`src/hw/emb_pkg.sv`:
```
package emb_pkg;

  localparam int CLK_MHZ  = 200;
  // Instruction cycle time of the core that issues table operations
  localparam int TCY_NS   = 20;
  localparam int TCY_CLKS = (TCY_NS * CLK_MHZ + 999) / 1000;

  localparam int REG_ADDR_W = 4;
  localparam logic [REG_ADDR_W-1:0] REG_BUS_CTRL = 4'h0;
  localparam logic [REG_ADDR_W-1:0] REG_STATUS   = 4'h1;

  localparam logic [7:0] CTRL_RST   = 8'h00;
  localparam logic [7:0] CTRL_MASK  = 8'hb3;
  localparam int         BUS_DIS_BIT = 7;
  localparam int         WAIT_LSB    = 4;
  localparam int         WM_LSB      = 0;
  localparam int         ST_BUSY_BIT = 7;

  localparam int J_ALE = 0;
  localparam int J_OE  = 1;
  localparam int J_WRL = 2;
  localparam int J_WRH = 3;
  localparam int J_BA0 = 4;
  localparam int J_CE  = 5;
  localparam int J_LB  = 6;
  localparam int J_UB  = 7;
  // Parked bus: active-low controls high, latch strobe and byte address low
  localparam logic [7:0] J_IDLE = 8'hee;

  localparam logic [7:0] E_MASK_A12 = 8'h0f;
  localparam logic [7:0] E_MASK_ALL = 8'hff;

  typedef enum logic [1:0] {
    EMB_A20 = 2'b00,
    EMB_A16 = 2'b01,
    EMB_A12 = 2'b10,
    EMB_MCU = 2'b11
  } emb_mode_t;

  localparam logic [1:0] WM_BYTE_WR = 2'b00;
  localparam logic [1:0] WM_BYTE_SEL = 2'b01;

  typedef enum logic [2:0] {
    ST_IDLE = 3'b000,
    ST_ADDR = 3'b001,
    ST_STRB = 3'b010,
    ST_WAIT = 3'b011,
    ST_DONE = 3'b100
  } emb_state_t;

  typedef struct packed {
    logic       cfg_done;
    logic       cfg_bw;
    emb_mode_t  cfg_mode;
    logic       cfg_wait;
    logic [7:0] ctrl;
    emb_state_t st;
    logic       op_wr;
    logic       op_lsb;
    logic [19:0] op_addr;
    logic [7:0] op_byte;
    logic [7:0] tl0;
    logic [7:0] rdata;
    logic       req_ready;
    logic       busy;
    logic       rsp_valid;
    logic [15:0] rsp_data;
    logic [7:0] d_s1;
    logic [7:0] d_s2;
    logic [7:0] d_s3;
    logic [7:0] d_f;
    logic [7:0] e_s1;
    logic [7:0] e_s2;
    logic [7:0] e_s3;
    logic [7:0] e_f;
    logic [7:0] d_out;
    logic [7:0] d_oe;
    logic [7:0] e_out;
    logic [7:0] e_oe;
    logic [3:0] h_out;
    logic [3:0] h_oe;
    logic [7:0] j_out;
    logic [7:0] j_oe;
  } emb_top_state_t;

  typedef struct packed {
    logic [1:0] cnt;
    logic [1:0] wcnt;
    logic       busy;
    logic       tick;
    logic       done;
  } emb_div_state_t;

endpackage

```
`src/hw/emb_tick_if.sv`:
```
`timescale 1ns/1ps
interface emb_tick_if;
  logic       tick;
  logic       start;
  logic [1:0] waits;
  logic       done;
  modport ctl (input tick, input done, output start, output waits);
  modport div (output tick, output done, input start, input waits);
endinterface // emb_tick_if

```
`src/hw/emb_tcy_div.sv`:
```
`timescale 1ns/1ps
module emb_tcy_div
  import emb_pkg::*;
(
  input  wire logic ref_clk,
  input  wire logic arst_n,
  emb_tick_if.div   tk
);

  emb_div_state_t s_q;
  emb_div_state_t s_d;

  always_comb begin
    s_d      = s_q;
    s_d.tick = 1'b0;
    s_d.done = 1'b0;
    if (s_q.cnt == 2'(TCY_CLKS - 1)) begin
      s_d.cnt  = 2'h0;
      s_d.tick = 1'b1;
    end else begin
      s_d.cnt = s_q.cnt + 2'h1;
    end
    // Wait cycles are whole instruction cycles counted on the tick
    if (tk.start) begin
      if (tk.waits == 2'h0) begin
        s_d.done = 1'b1;
      end else begin
        s_d.busy = 1'b1;
        s_d.wcnt = tk.waits;
      end
    end else if (s_q.busy && s_q.tick) begin
      s_d.wcnt = s_q.wcnt - 2'h1;
      if (s_q.wcnt == 2'h1) begin
        s_d.busy = 1'b0;
        s_d.done = 1'b1;
      end
    end
  end

  always_ff @(posedge ref_clk or negedge arst_n) begin
    if (!arst_n) begin
      s_q <= '0;
    end else begin
      s_q <= s_d;
    end
  end

  assign tk.tick = s_q.tick;
  assign tk.done = s_q.done;

endmodule // emb_tcy_div

```
`src/hw/emb_top.sv`:
```
// Decided for this implementation: the address map and the address-and-strobe port.
`timescale 1ns/1ps
module emb_top
  import emb_pkg::*;
(
  input  wire logic                  ref_clk,
  input  wire logic                  arst_n,
  input  wire logic [REG_ADDR_W-1:0] reg_addr,
  input  wire logic [7:0]            reg_wdata,
  input  wire logic                  reg_wr,
  input  wire logic                  reg_rd,
  output logic      [7:0]            reg_rdata,
  input  wire logic                  cfg_data_width,
  input  wire logic [1:0]            cfg_memory_mode_width,
  input  wire logic                  cfg_wait_enable,
  input  wire logic                  req_valid,
  input  wire logic                  req_write,
  input  wire logic [19:0]           req_addr,
  input  wire logic                  req_byte_lsb,
  input  wire logic [7:0]            req_table_latch,
  output logic                       req_ready,
  output logic                       rsp_valid,
  output logic      [15:0]           rsp_rdata,
  output logic                       bus_busy,
  input  wire logic [7:0]            gpio_d_out,
  input  wire logic [7:0]            gpio_d_oe,
  input  wire logic [7:0]            gpio_e_out,
  input  wire logic [7:0]            gpio_e_oe,
  input  wire logic [3:0]            gpio_h_out,
  input  wire logic [3:0]            gpio_h_oe,
  input  wire logic [7:0]            gpio_j_out,
  input  wire logic [7:0]            gpio_j_oe,
  input  wire logic [7:0]            port_d_a_in,
  input  wire logic [7:0]            port_e_b_in,
  output logic      [7:0]            port_d_a_out,
  output logic      [7:0]            port_d_a_oe,
  output logic      [7:0]            port_e_b_out,
  output logic      [7:0]            port_e_b_oe,
  output logic      [3:0]            port_h_c_out,
  output logic      [3:0]            port_h_c_oe,
  output logic      [7:0]            port_j_d_out,
  output logic      [7:0]            port_j_d_oe
);

  ////////////////////////////////////////////////////////////////////////////

  emb_top_state_t s_q;
  emb_top_state_t s_d;
  emb_tick_if     tk ();

  emb_tcy_div u_div (
    .ref_clk (ref_clk),
    .arst_n  (arst_n),
    .tk      (tk)
  );

  ////////////////////////////////////////////////////////////////////////////

  logic       ext_mode;
  logic       wide;
  logic       word_mode;
  logic       op_active;
  logic       own;
  logic [7:0] e_mask;
  logic [3:0] h_mask;
  logic [7:0] bus_d;
  logic [7:0] bus_d_oe;
  logic [7:0] bus_e;
  logic [7:0] bus_e_oe;
  logic [7:0] bus_j;
  logic [1:0] wm;
  logic       start;

  always_comb begin
    ext_mode  = s_q.cfg_done && (s_q.cfg_mode != EMB_MCU);
    wide      = s_q.cfg_bw;
    wm        = s_q.ctrl[WM_LSB +: 2];
    word_mode = wide && wm[1];
    op_active = (s_q.st == ST_ADDR) || (s_q.st == ST_STRB) || (s_q.st == ST_WAIT);
    own       = ext_mode && (!s_q.ctrl[BUS_DIS_BIT] || op_active);
    // narrow address widths hand the top lines back to the ports
    e_mask    = (s_q.cfg_mode == EMB_A12) ? E_MASK_A12 : E_MASK_ALL;
    h_mask    = (s_q.cfg_mode == EMB_A20) ? 4'hf : 4'h0;
  end

  // Bus-side pin values, before ownership is applied
  always_comb begin
    bus_d    = s_q.op_addr[7:0];
    bus_e    = s_q.op_addr[15:8];
    bus_d_oe = 8'h00;
    bus_e_oe = 8'h00;
    bus_j    = J_IDLE;
    case (s_q.st)
      ST_ADDR: begin
        // Address on every multiplexed line while the latch strobe is high
        bus_d_oe     = 8'hff;
        bus_e_oe     = 8'hff;
        bus_j[J_ALE] = 1'b1;
        bus_j[J_CE]  = 1'b0;
        bus_j[J_BA0] = s_q.op_lsb;
      end
      ST_STRB, ST_WAIT: begin
        bus_j[J_CE]  = 1'b0;
        bus_j[J_BA0] = s_q.op_lsb;
        // 8-bit width keeps the upper address on port E throughout
        bus_e_oe     = wide ? 8'h00 : 8'hff;
        if (!s_q.op_wr) begin
          bus_j[J_OE] = 1'b0;
        end else if (!wide) begin
          // Narrow bus: one byte on the low lines, the write mode has no say
          bus_d        = s_q.op_byte;
          bus_d_oe     = 8'hff;
          bus_j[J_WRL] = 1'b0;
        end else begin
          bus_d_oe = 8'hff;
          bus_e_oe = 8'hff;
          if (word_mode) begin
            bus_d        = s_q.tl0;
            bus_e        = s_q.op_byte;
            bus_j[J_WRH] = 1'b0;
          end else if (wm == WM_BYTE_SEL) begin
            bus_d        = s_q.op_byte;
            bus_e        = s_q.op_byte;
            bus_j[J_WRH] = 1'b0;
            if (s_q.op_lsb) begin
              bus_j[J_UB] = 1'b0;
            end else begin
              bus_j[J_LB] = 1'b0;
            end
          end else begin
            bus_d = s_q.op_byte;
            bus_e = s_q.op_byte;
            if (s_q.op_lsb) begin
              bus_j[J_WRH] = 1'b0;
            end else begin
              bus_j[J_WRL] = 1'b0;
            end
          end
        end
      end
      default: begin
        bus_j = J_IDLE;
      end
    endcase
  end

  ////////////////////////////////////////////////////////////////////////////

  always_comb begin
    s_d           = s_q;
    s_d.rsp_valid = 1'b0;
    s_d.rdata     = 8'h00;
    start         = 1'b0;

    // Straps are caught once after reset release and then frozen
    if (!s_q.cfg_done) begin
      s_d.cfg_done = 1'b1;
      s_d.cfg_bw   = cfg_data_width;
      s_d.cfg_mode = emb_mode_t'(cfg_memory_mode_width);
      s_d.cfg_wait = cfg_wait_enable;
    end

    // Pin inputs: three stages, a change is taken when the last two agree
    s_d.d_s1 = port_d_a_in;
    s_d.d_s2 = s_q.d_s1;
    s_d.d_s3 = s_q.d_s2;
    s_d.e_s1 = port_e_b_in;
    s_d.e_s2 = s_q.e_s1;
    s_d.e_s3 = s_q.e_s2;
    for (int i = 0; i < 8; i++) begin
      if (s_q.d_s2[i] == s_q.d_s3[i]) begin
        s_d.d_f[i] = s_q.d_s3[i];
      end
      if (s_q.e_s2[i] == s_q.e_s3[i]) begin
        s_d.e_f[i] = s_q.e_s3[i];
      end
    end

    // Writes before the straps are caught are dropped: the mode is not known yet
    if (reg_wr && (reg_addr == REG_BUS_CTRL) && ext_mode) begin
      s_d.ctrl = reg_wdata & CTRL_MASK;
    end
    if (reg_rd) begin
      case (reg_addr)
        REG_BUS_CTRL: s_d.rdata = s_q.ctrl & CTRL_MASK;
        REG_STATUS: begin
          s_d.rdata[1:0]         = s_q.cfg_mode;
          s_d.rdata[2]           = s_q.cfg_bw;
          s_d.rdata[3]           = s_q.cfg_wait;
          s_d.rdata[6:4]         = 3'h0;
          s_d.rdata[ST_BUSY_BIT] = op_active;
        end
        default: begin
          // Unmapped offsets read zero; writes to them are dropped
          s_d.rdata = 8'h00;
        end
      endcase
    end

    case (s_q.st)
      ST_IDLE: begin
        // Ready rises on the first idle clock after reset and together with each answer
        s_d.req_ready = 1'b1;
        if (req_valid && s_q.req_ready) begin
          s_d.op_wr     = req_write;
          s_d.op_addr   = req_addr;
          s_d.op_lsb    = req_byte_lsb;
          s_d.op_byte   = req_table_latch;
          s_d.req_ready = 1'b0;
          if (!ext_mode) begin
            s_d.rsp_data = 16'h0000;
            s_d.st       = ST_DONE;
          end else if (req_write && word_mode && !req_byte_lsb) begin
            // First latch byte only waits for its partner
            s_d.tl0      = req_table_latch;
            s_d.rsp_data = 16'h0000;
            s_d.st       = ST_DONE;
          end else begin
            s_d.st = ST_ADDR;
          end
        end
      end
      ST_ADDR: begin
        // Address phase runs to the next instruction-cycle boundary
        if (tk.tick) begin
          s_d.st = ST_STRB;
        end
      end
      ST_STRB: begin
        // Strobe phase closes the operation's own cycle before waits start
        if (tk.tick) begin
          start  = 1'b1;
          s_d.st = ST_WAIT;
        end
      end
      ST_WAIT: begin
        if (tk.done) begin
          s_d.rsp_data = 16'h0000;
          s_d.st       = ST_DONE;
        end
      end
      ST_DONE: begin
        // Read data is taken a clock after the wait phase, once the pad
        // synchroniser has caught what the memory drove under the strobe
        if (ext_mode && !s_q.op_wr) begin
          if (wide) begin
            s_d.rsp_data = {s_q.e_f, s_q.d_f};
          end else begin
            s_d.rsp_data = {8'h00, s_q.d_f};
          end
          if (wide && (s_q.cfg_mode == EMB_A12)) begin
            s_d.rsp_data[15:12] = 4'h0;
          end
        end
        s_d.rsp_valid = 1'b1;
        s_d.req_ready = 1'b1;
        s_d.st        = ST_IDLE;
      end
      default: begin
        s_d.st        = ST_IDLE;
        s_d.req_ready = 1'b1;
      end
    endcase

    // Pin ownership, one register stage before the pads
    if (own) begin
      s_d.d_out = bus_d;
      s_d.d_oe  = bus_d_oe;
      s_d.e_out = (e_mask & bus_e) | (~e_mask & gpio_e_out);
      s_d.e_oe  = (e_mask & bus_e_oe) | (~e_mask & gpio_e_oe);
      s_d.h_out = (h_mask & s_q.op_addr[19:16]) | (~h_mask & gpio_h_out);
      s_d.h_oe  = (h_mask & {4{bus_d_oe[0] && (s_q.st == ST_ADDR || !wide)}})
                  | (~h_mask & gpio_h_oe);
      s_d.j_out = bus_j;
      s_d.j_oe  = 8'hff;
    end else begin
      // Handed-back pins follow the port registers one clock later
      s_d.d_out = gpio_d_out;
      s_d.d_oe  = gpio_d_oe;
      s_d.e_out = gpio_e_out;
      s_d.e_oe  = gpio_e_oe;
      s_d.h_out = gpio_h_out;
      s_d.h_oe  = gpio_h_oe;
      s_d.j_out = gpio_j_out;
      s_d.j_oe  = gpio_j_oe;
    end

    // Busy is kept as its own register so the output needs no decode
    s_d.busy = (s_d.st != ST_IDLE);
  end

  // code 11 is no wait, 00 the most; inversion gives the count
  assign tk.waits = s_q.cfg_wait ? ~s_q.ctrl[WAIT_LSB +: 2] : 2'h0;
  assign tk.start = start;

  ////////////////////////////////////////////////////////////////////////////

  always_ff @(posedge ref_clk or negedge arst_n) begin
    if (!arst_n) begin
      s_q           <= '0;
      s_q.cfg_bw    <= 1'b1;
      s_q.cfg_mode  <= EMB_MCU;
      s_q.ctrl      <= CTRL_RST;
      s_q.st        <= ST_IDLE;
      s_q.j_out     <= J_IDLE;
    end else begin
      s_q <= s_d;
    end
  end

  assign reg_rdata    = s_q.rdata;
  assign req_ready    = s_q.req_ready;
  assign rsp_valid    = s_q.rsp_valid;
  assign rsp_rdata    = s_q.rsp_data;
  assign bus_busy     = s_q.busy;
  assign port_d_a_out = s_q.d_out;
  assign port_d_a_oe  = s_q.d_oe;
  assign port_e_b_out = s_q.e_out;
  assign port_e_b_oe  = s_q.e_oe;
  assign port_h_c_out = s_q.h_out;
  assign port_h_c_oe  = s_q.h_oe;
  assign port_j_d_out = s_q.j_out;
  assign port_j_d_oe  = s_q.j_oe;

endmodule // emb_top

```
`config.mk`:
```
export PLATFORM = sky130hd
export DESIGN_NAME = emb_top
export DESIGN_NICKNAME = d
export VERILOG_FILES = /design/src/hw/emb_pkg.sv /design/src/hw/emb_tick_if.sv /design/src/hw/emb_tcy_div.sv /design/src/hw/emb_top.sv
export SDC_FILE = /design/constraint.sdc
export NUM_CORES = 1
export LEC_CHECK = 0
export BUFFER_PORTS_ARGS = -buffer_cell sky130_fd_sc_hd__buf_4
export CAP_MARGIN = 20
export CORE_MARGIN = 2
export CORE_UTILIZATION = 45
export DETAILED_ROUTE_END_ITERATION = 10
export PLACE_DENSITY = 0.76
export SLEW_MARGIN = 10
export SYNTH_ARGS = -nofsm -noshare
export SYNTH_HDL_FRONTEND = slang
export SYNTH_SLANG_ARGS = --single-unit
```
`constraint.sdc`:
```
create_clock -name ref_clk -period 3.2 [get_ports ref_clk]
set_clock_uncertainty 0.2 [all_clocks]
set_input_delay 0 -clock ref_clk [delete_from_list [all_inputs] [get_ports ref_clk]]
set_output_delay 0 -clock ref_clk [all_outputs]
set_load 0.03 [all_outputs]
```
==> results.md <==
- Critical Path AT: 2880 ps
- Maximum clock rate: about 370 MHz
- First-pass GRT wire length: 31570 µm
- Pre-CTS setup slack: about 640 ps
- Pwr per Cell Area: just over 700 nW/µm²
- Yosys top cell area share: 0.6096
- #FFs+latches synth: 204
- Worst Path Required: around 3400 ps
- Status: completed
- Type of the worst min-delay path: primary input to flop
- Routed Antenna Nets: 0
- CTS Root Cell: clkbuf_16
- Mapped cell area: roughly 8000 µm²
- Pre-Repair DR Iteration Count: 4
- Drt wl/cell: roughly 18 µm
- Mapped Cells: ~630
- Total CTS buffers: 23
- Ys flop type: dfrtp_1
- Final nets: 1031
- Setup Crit Path Kind: flop to flop
- Number of I/O pins: approximately 200
- RSZ-0062 raised after global routing: no
- Via count: about 5.6k
- Layout cell share with drive strength beyond 1: 0.3388
- Syn Area/Cell: 12.81 µm²
- Worst skew pair latency: slightly above 500 ps
- CP Depth: 4
- Netlist cell types: 51
- Post-detail-place hpwl: between 10000 and 15000 µm
- Hold path cells: 3
- Max Cap Viol: 0
- Detailed Route WL: around 20000 µm
- Static Leak: 5.500 nW
- CTS clk-pin slew, worst paths: roughly 60 ps
- Async SR Flop Fraction: 1.000
- Sequential area share after synthesis: 0.6391
- DR vias/cell: roughly 4.9
- Top cells by area, synth: dfrtp_1, buf_4, mux2_2
- Worst Path Buf+Inv: 1
- Synth Warn #: 0
- DRT iter0 DRCs: ~270
- Antenna violations before repair: 0
- Post_cts resized: 0
- Die X: 137.4 µm
- Htree depth: 1
- Design area: around 11000 µm²
- Die Area: roughly 19000 µm²
- Residual DRC: 0
- Final cycle utilization of the critical path: 0.8459
- Clk sinks: 204
- Crit. End Element: flop
- CP cell instances: a21boi_0 > nand4_1 > mux2_2 > dlygate4sd3_1
- Worst-margin pin slew: between 1000 and 1500 ps
- Max-Slew Margin vs Limit: 0.3283
- Slowest-stage cell, CP: dlygate4sd3_1
- Dominant cell type by area after synthesis: dfrtp_1
- Slowest stage delay, CP: 550 ps
- Slew Viols, Final: 0
- Reg2Reg Depth: 4
- Final hold vios: 0
- CTS tree: done
- Crit-path max FO: 7
- GRT Util Overall: 0.2173
- Final Power: 8.218 mW
- Register-to-Register Setup Slack: between 400 and 500 ps
- Dpl cell area: approximately 9200 µm²
- GR Overflow Total: 0
- Largest net degree at the start of global routing: 91
- GPL Wtd Cong: 0.8147
- Die Ht: 137.4 µm
- Core Region: approximately 17000 µm²
- Delay-heaviest family, CP: buffers and inverters
- CTS max path bufs: 3
- Synth Net Count: 750
- Post-layout min period: 2707 ps
- # rows: 48
- Setup-failing EPs final: 0
- Post-Route Utilization: 0.6544
- Setup TNS: 0 ps
- Worst vdd ir: approximately 440 µV
- Starting Density: 0.4612
- Layout area overhead: 41.89%
- Post-synth EDFFs: 0
- Vias in the first global route: slightly above 6k
- Final WS setup: 493.1 ps
- Buffers on Ports: roughly 200
- Startpoint Class: flop
## final cells by class
| type | count | area (µm²) |
|---|---|---|
| inverters | 13 | 48.80 |
| well taps | 225 | 281.5 |
| diodes | 2 | 5.005 |
| multi-input cells | 307 | 2143 |
| repair buffers | 357 | 3072 |
| flip-flops and latches | 204 | 5116 |
| clock inverters | 5 | 31.28 |
| clock buffers | 35 | 660.6 |
| fillers | 1206 | 5998 |
## cell usage after synthesis (2+ instances only)
cell / instances
dfrtp_1: 195
buf_4: 80
nand2_1: 67
mux2_2: 52
nor2_1: 37
mux2i_1: 23
o21ai_0: 22
maj3_1: 16
nand2b_1: 14
inv_1: 13
clkbuf_1: 11
a21oi_1: 10
and3_1: 10
a22o_1: 9
dfstp_2: 9
buf_2: 8
o21a_1: 4
a31oi_1: 3
nand4b_1: 3
a21boi_0: 2
and2_1: 2
conb_1: 2
ha_1: 2
nand3b_1: 2
nor3b_1: 2
o211ai_1: 2
## flip-flops by register name, indices dropped and copies added, names as in the netlist
| name | flops |
|---|---|
| port_e_b_oe | 8 |
| s_q | 82 |
| s_d | 32 |
| port_j_d_oe | 8 |
| rsp_rdata | 16 |
| bus_busy | 1 |
| port_j_d_out | 8 |
| port_d_a_oe | 8 |
| port_h_c_out | 4 |
| port_d_a_out | 8 |
| u_div.tk.tick | 1 |
| port_e_b_out | 8 |
| req_ready | 1 |
| u_div.s_q | 5 |
| reg_rdata | 7 |
| wide | 1 |
| port_h_c_oe | 4 |
| rsp_valid | 1 |
| u_div.tk.done | 1 |
## routing by layer
| metal | GRT usage | routed length [µm] | vias to the layer above |
|---|---|---|---|
| li1 | - | - | 2586 |
| met1 | 0.2578 | 7750 | 2767 |
| met2 | 0.3778 | 10450 | 219 |
| met3 | 0.04157 | 1112 | 67 |
| met4 | 0.1082 | 877 | 0 |
| met5 | 0 | 0 | - |
## report_power, final
part / internal, mW / total (mW) / switching [mW] / leakage [nW]
clock: 1.42 / 2.41 / 0.991 / 0.338
sequential: 3.10 / 3.44 / 0.335 / 2.46
combinational: 1.08 / 2.37 / 1.29 / 2.70
## stage by stage
stage,instances,hold WS (ps)
final,1148,29.56
after global routing,1146,26.79
after CTS,1146,18.99
after detailed placement,957,-103.6
after global placement,957,-109.2
after floorplan,625,-495.6
## cell usage in the layout, fill, tap and decap left out, drive strengths merged, types with 2 or more instances in the layout
cell type,Yosys,final
o21a,4,4
ha,2,2
maj3,16,16
dfstp,9,9
mux2,53,53
mux2i,23,23
nand3b,2,2
nor3b,2,2
o21ai,22,22
nor3,2,2
dfrtp,195,195
nand4b,3,3
and3,10,10
a21oi,11,11
and2,2,2
o211ai,2,2
clkinv,0,3
diode,0,2
clkbuf,11,36
nand2,67,67
dlygate4sd3,0,149
a21boi,2,2
buf,90,207
a22o,9,9
o22ai,2,2
conb,2,2
nor2,38,38
nand2b,14,14
or2,2,2
inv,13,14
a31oi,3,3
## final timing paths
check,start,endpoint
min in group asynchronous,arst_n,s_d[75]
min reg2reg,s_d[73],s_d[65]
min,gpio_j_oe[6],port_j_d_oe[6]
max reg2reg,s_q[200],s_q[195]
max,s_q[200],s_q[195]
max in group asynchronous,arst_n,port_j_d_out[6]
## what timing repair did
action / CTS / global route
hold buffers: 149 / 0
endpoints found under the hold margin: 331 / 0
buffers inserted: 0 / 0
## logic make-up after synthesis
logic type,after synthesis,share of synthesized area
other,2,0.0009381
and+or+nand+nor,147,0.08675
adders and majority gates,18,0.02313
DFF,204,0.6391
muxes,76,0.1033
AOI/OAI and AO/OA,64,0.05361
buffers and inverters,114,0.09315
## worst reg2reg max path: stages (launching register included)
cell	delay (ps)
dfrtp_1	490
a21boi_0	520
nand4_1	430
mux2_2	390
dlygate4sd3_1	550
(Power assumes the default switching activity.)
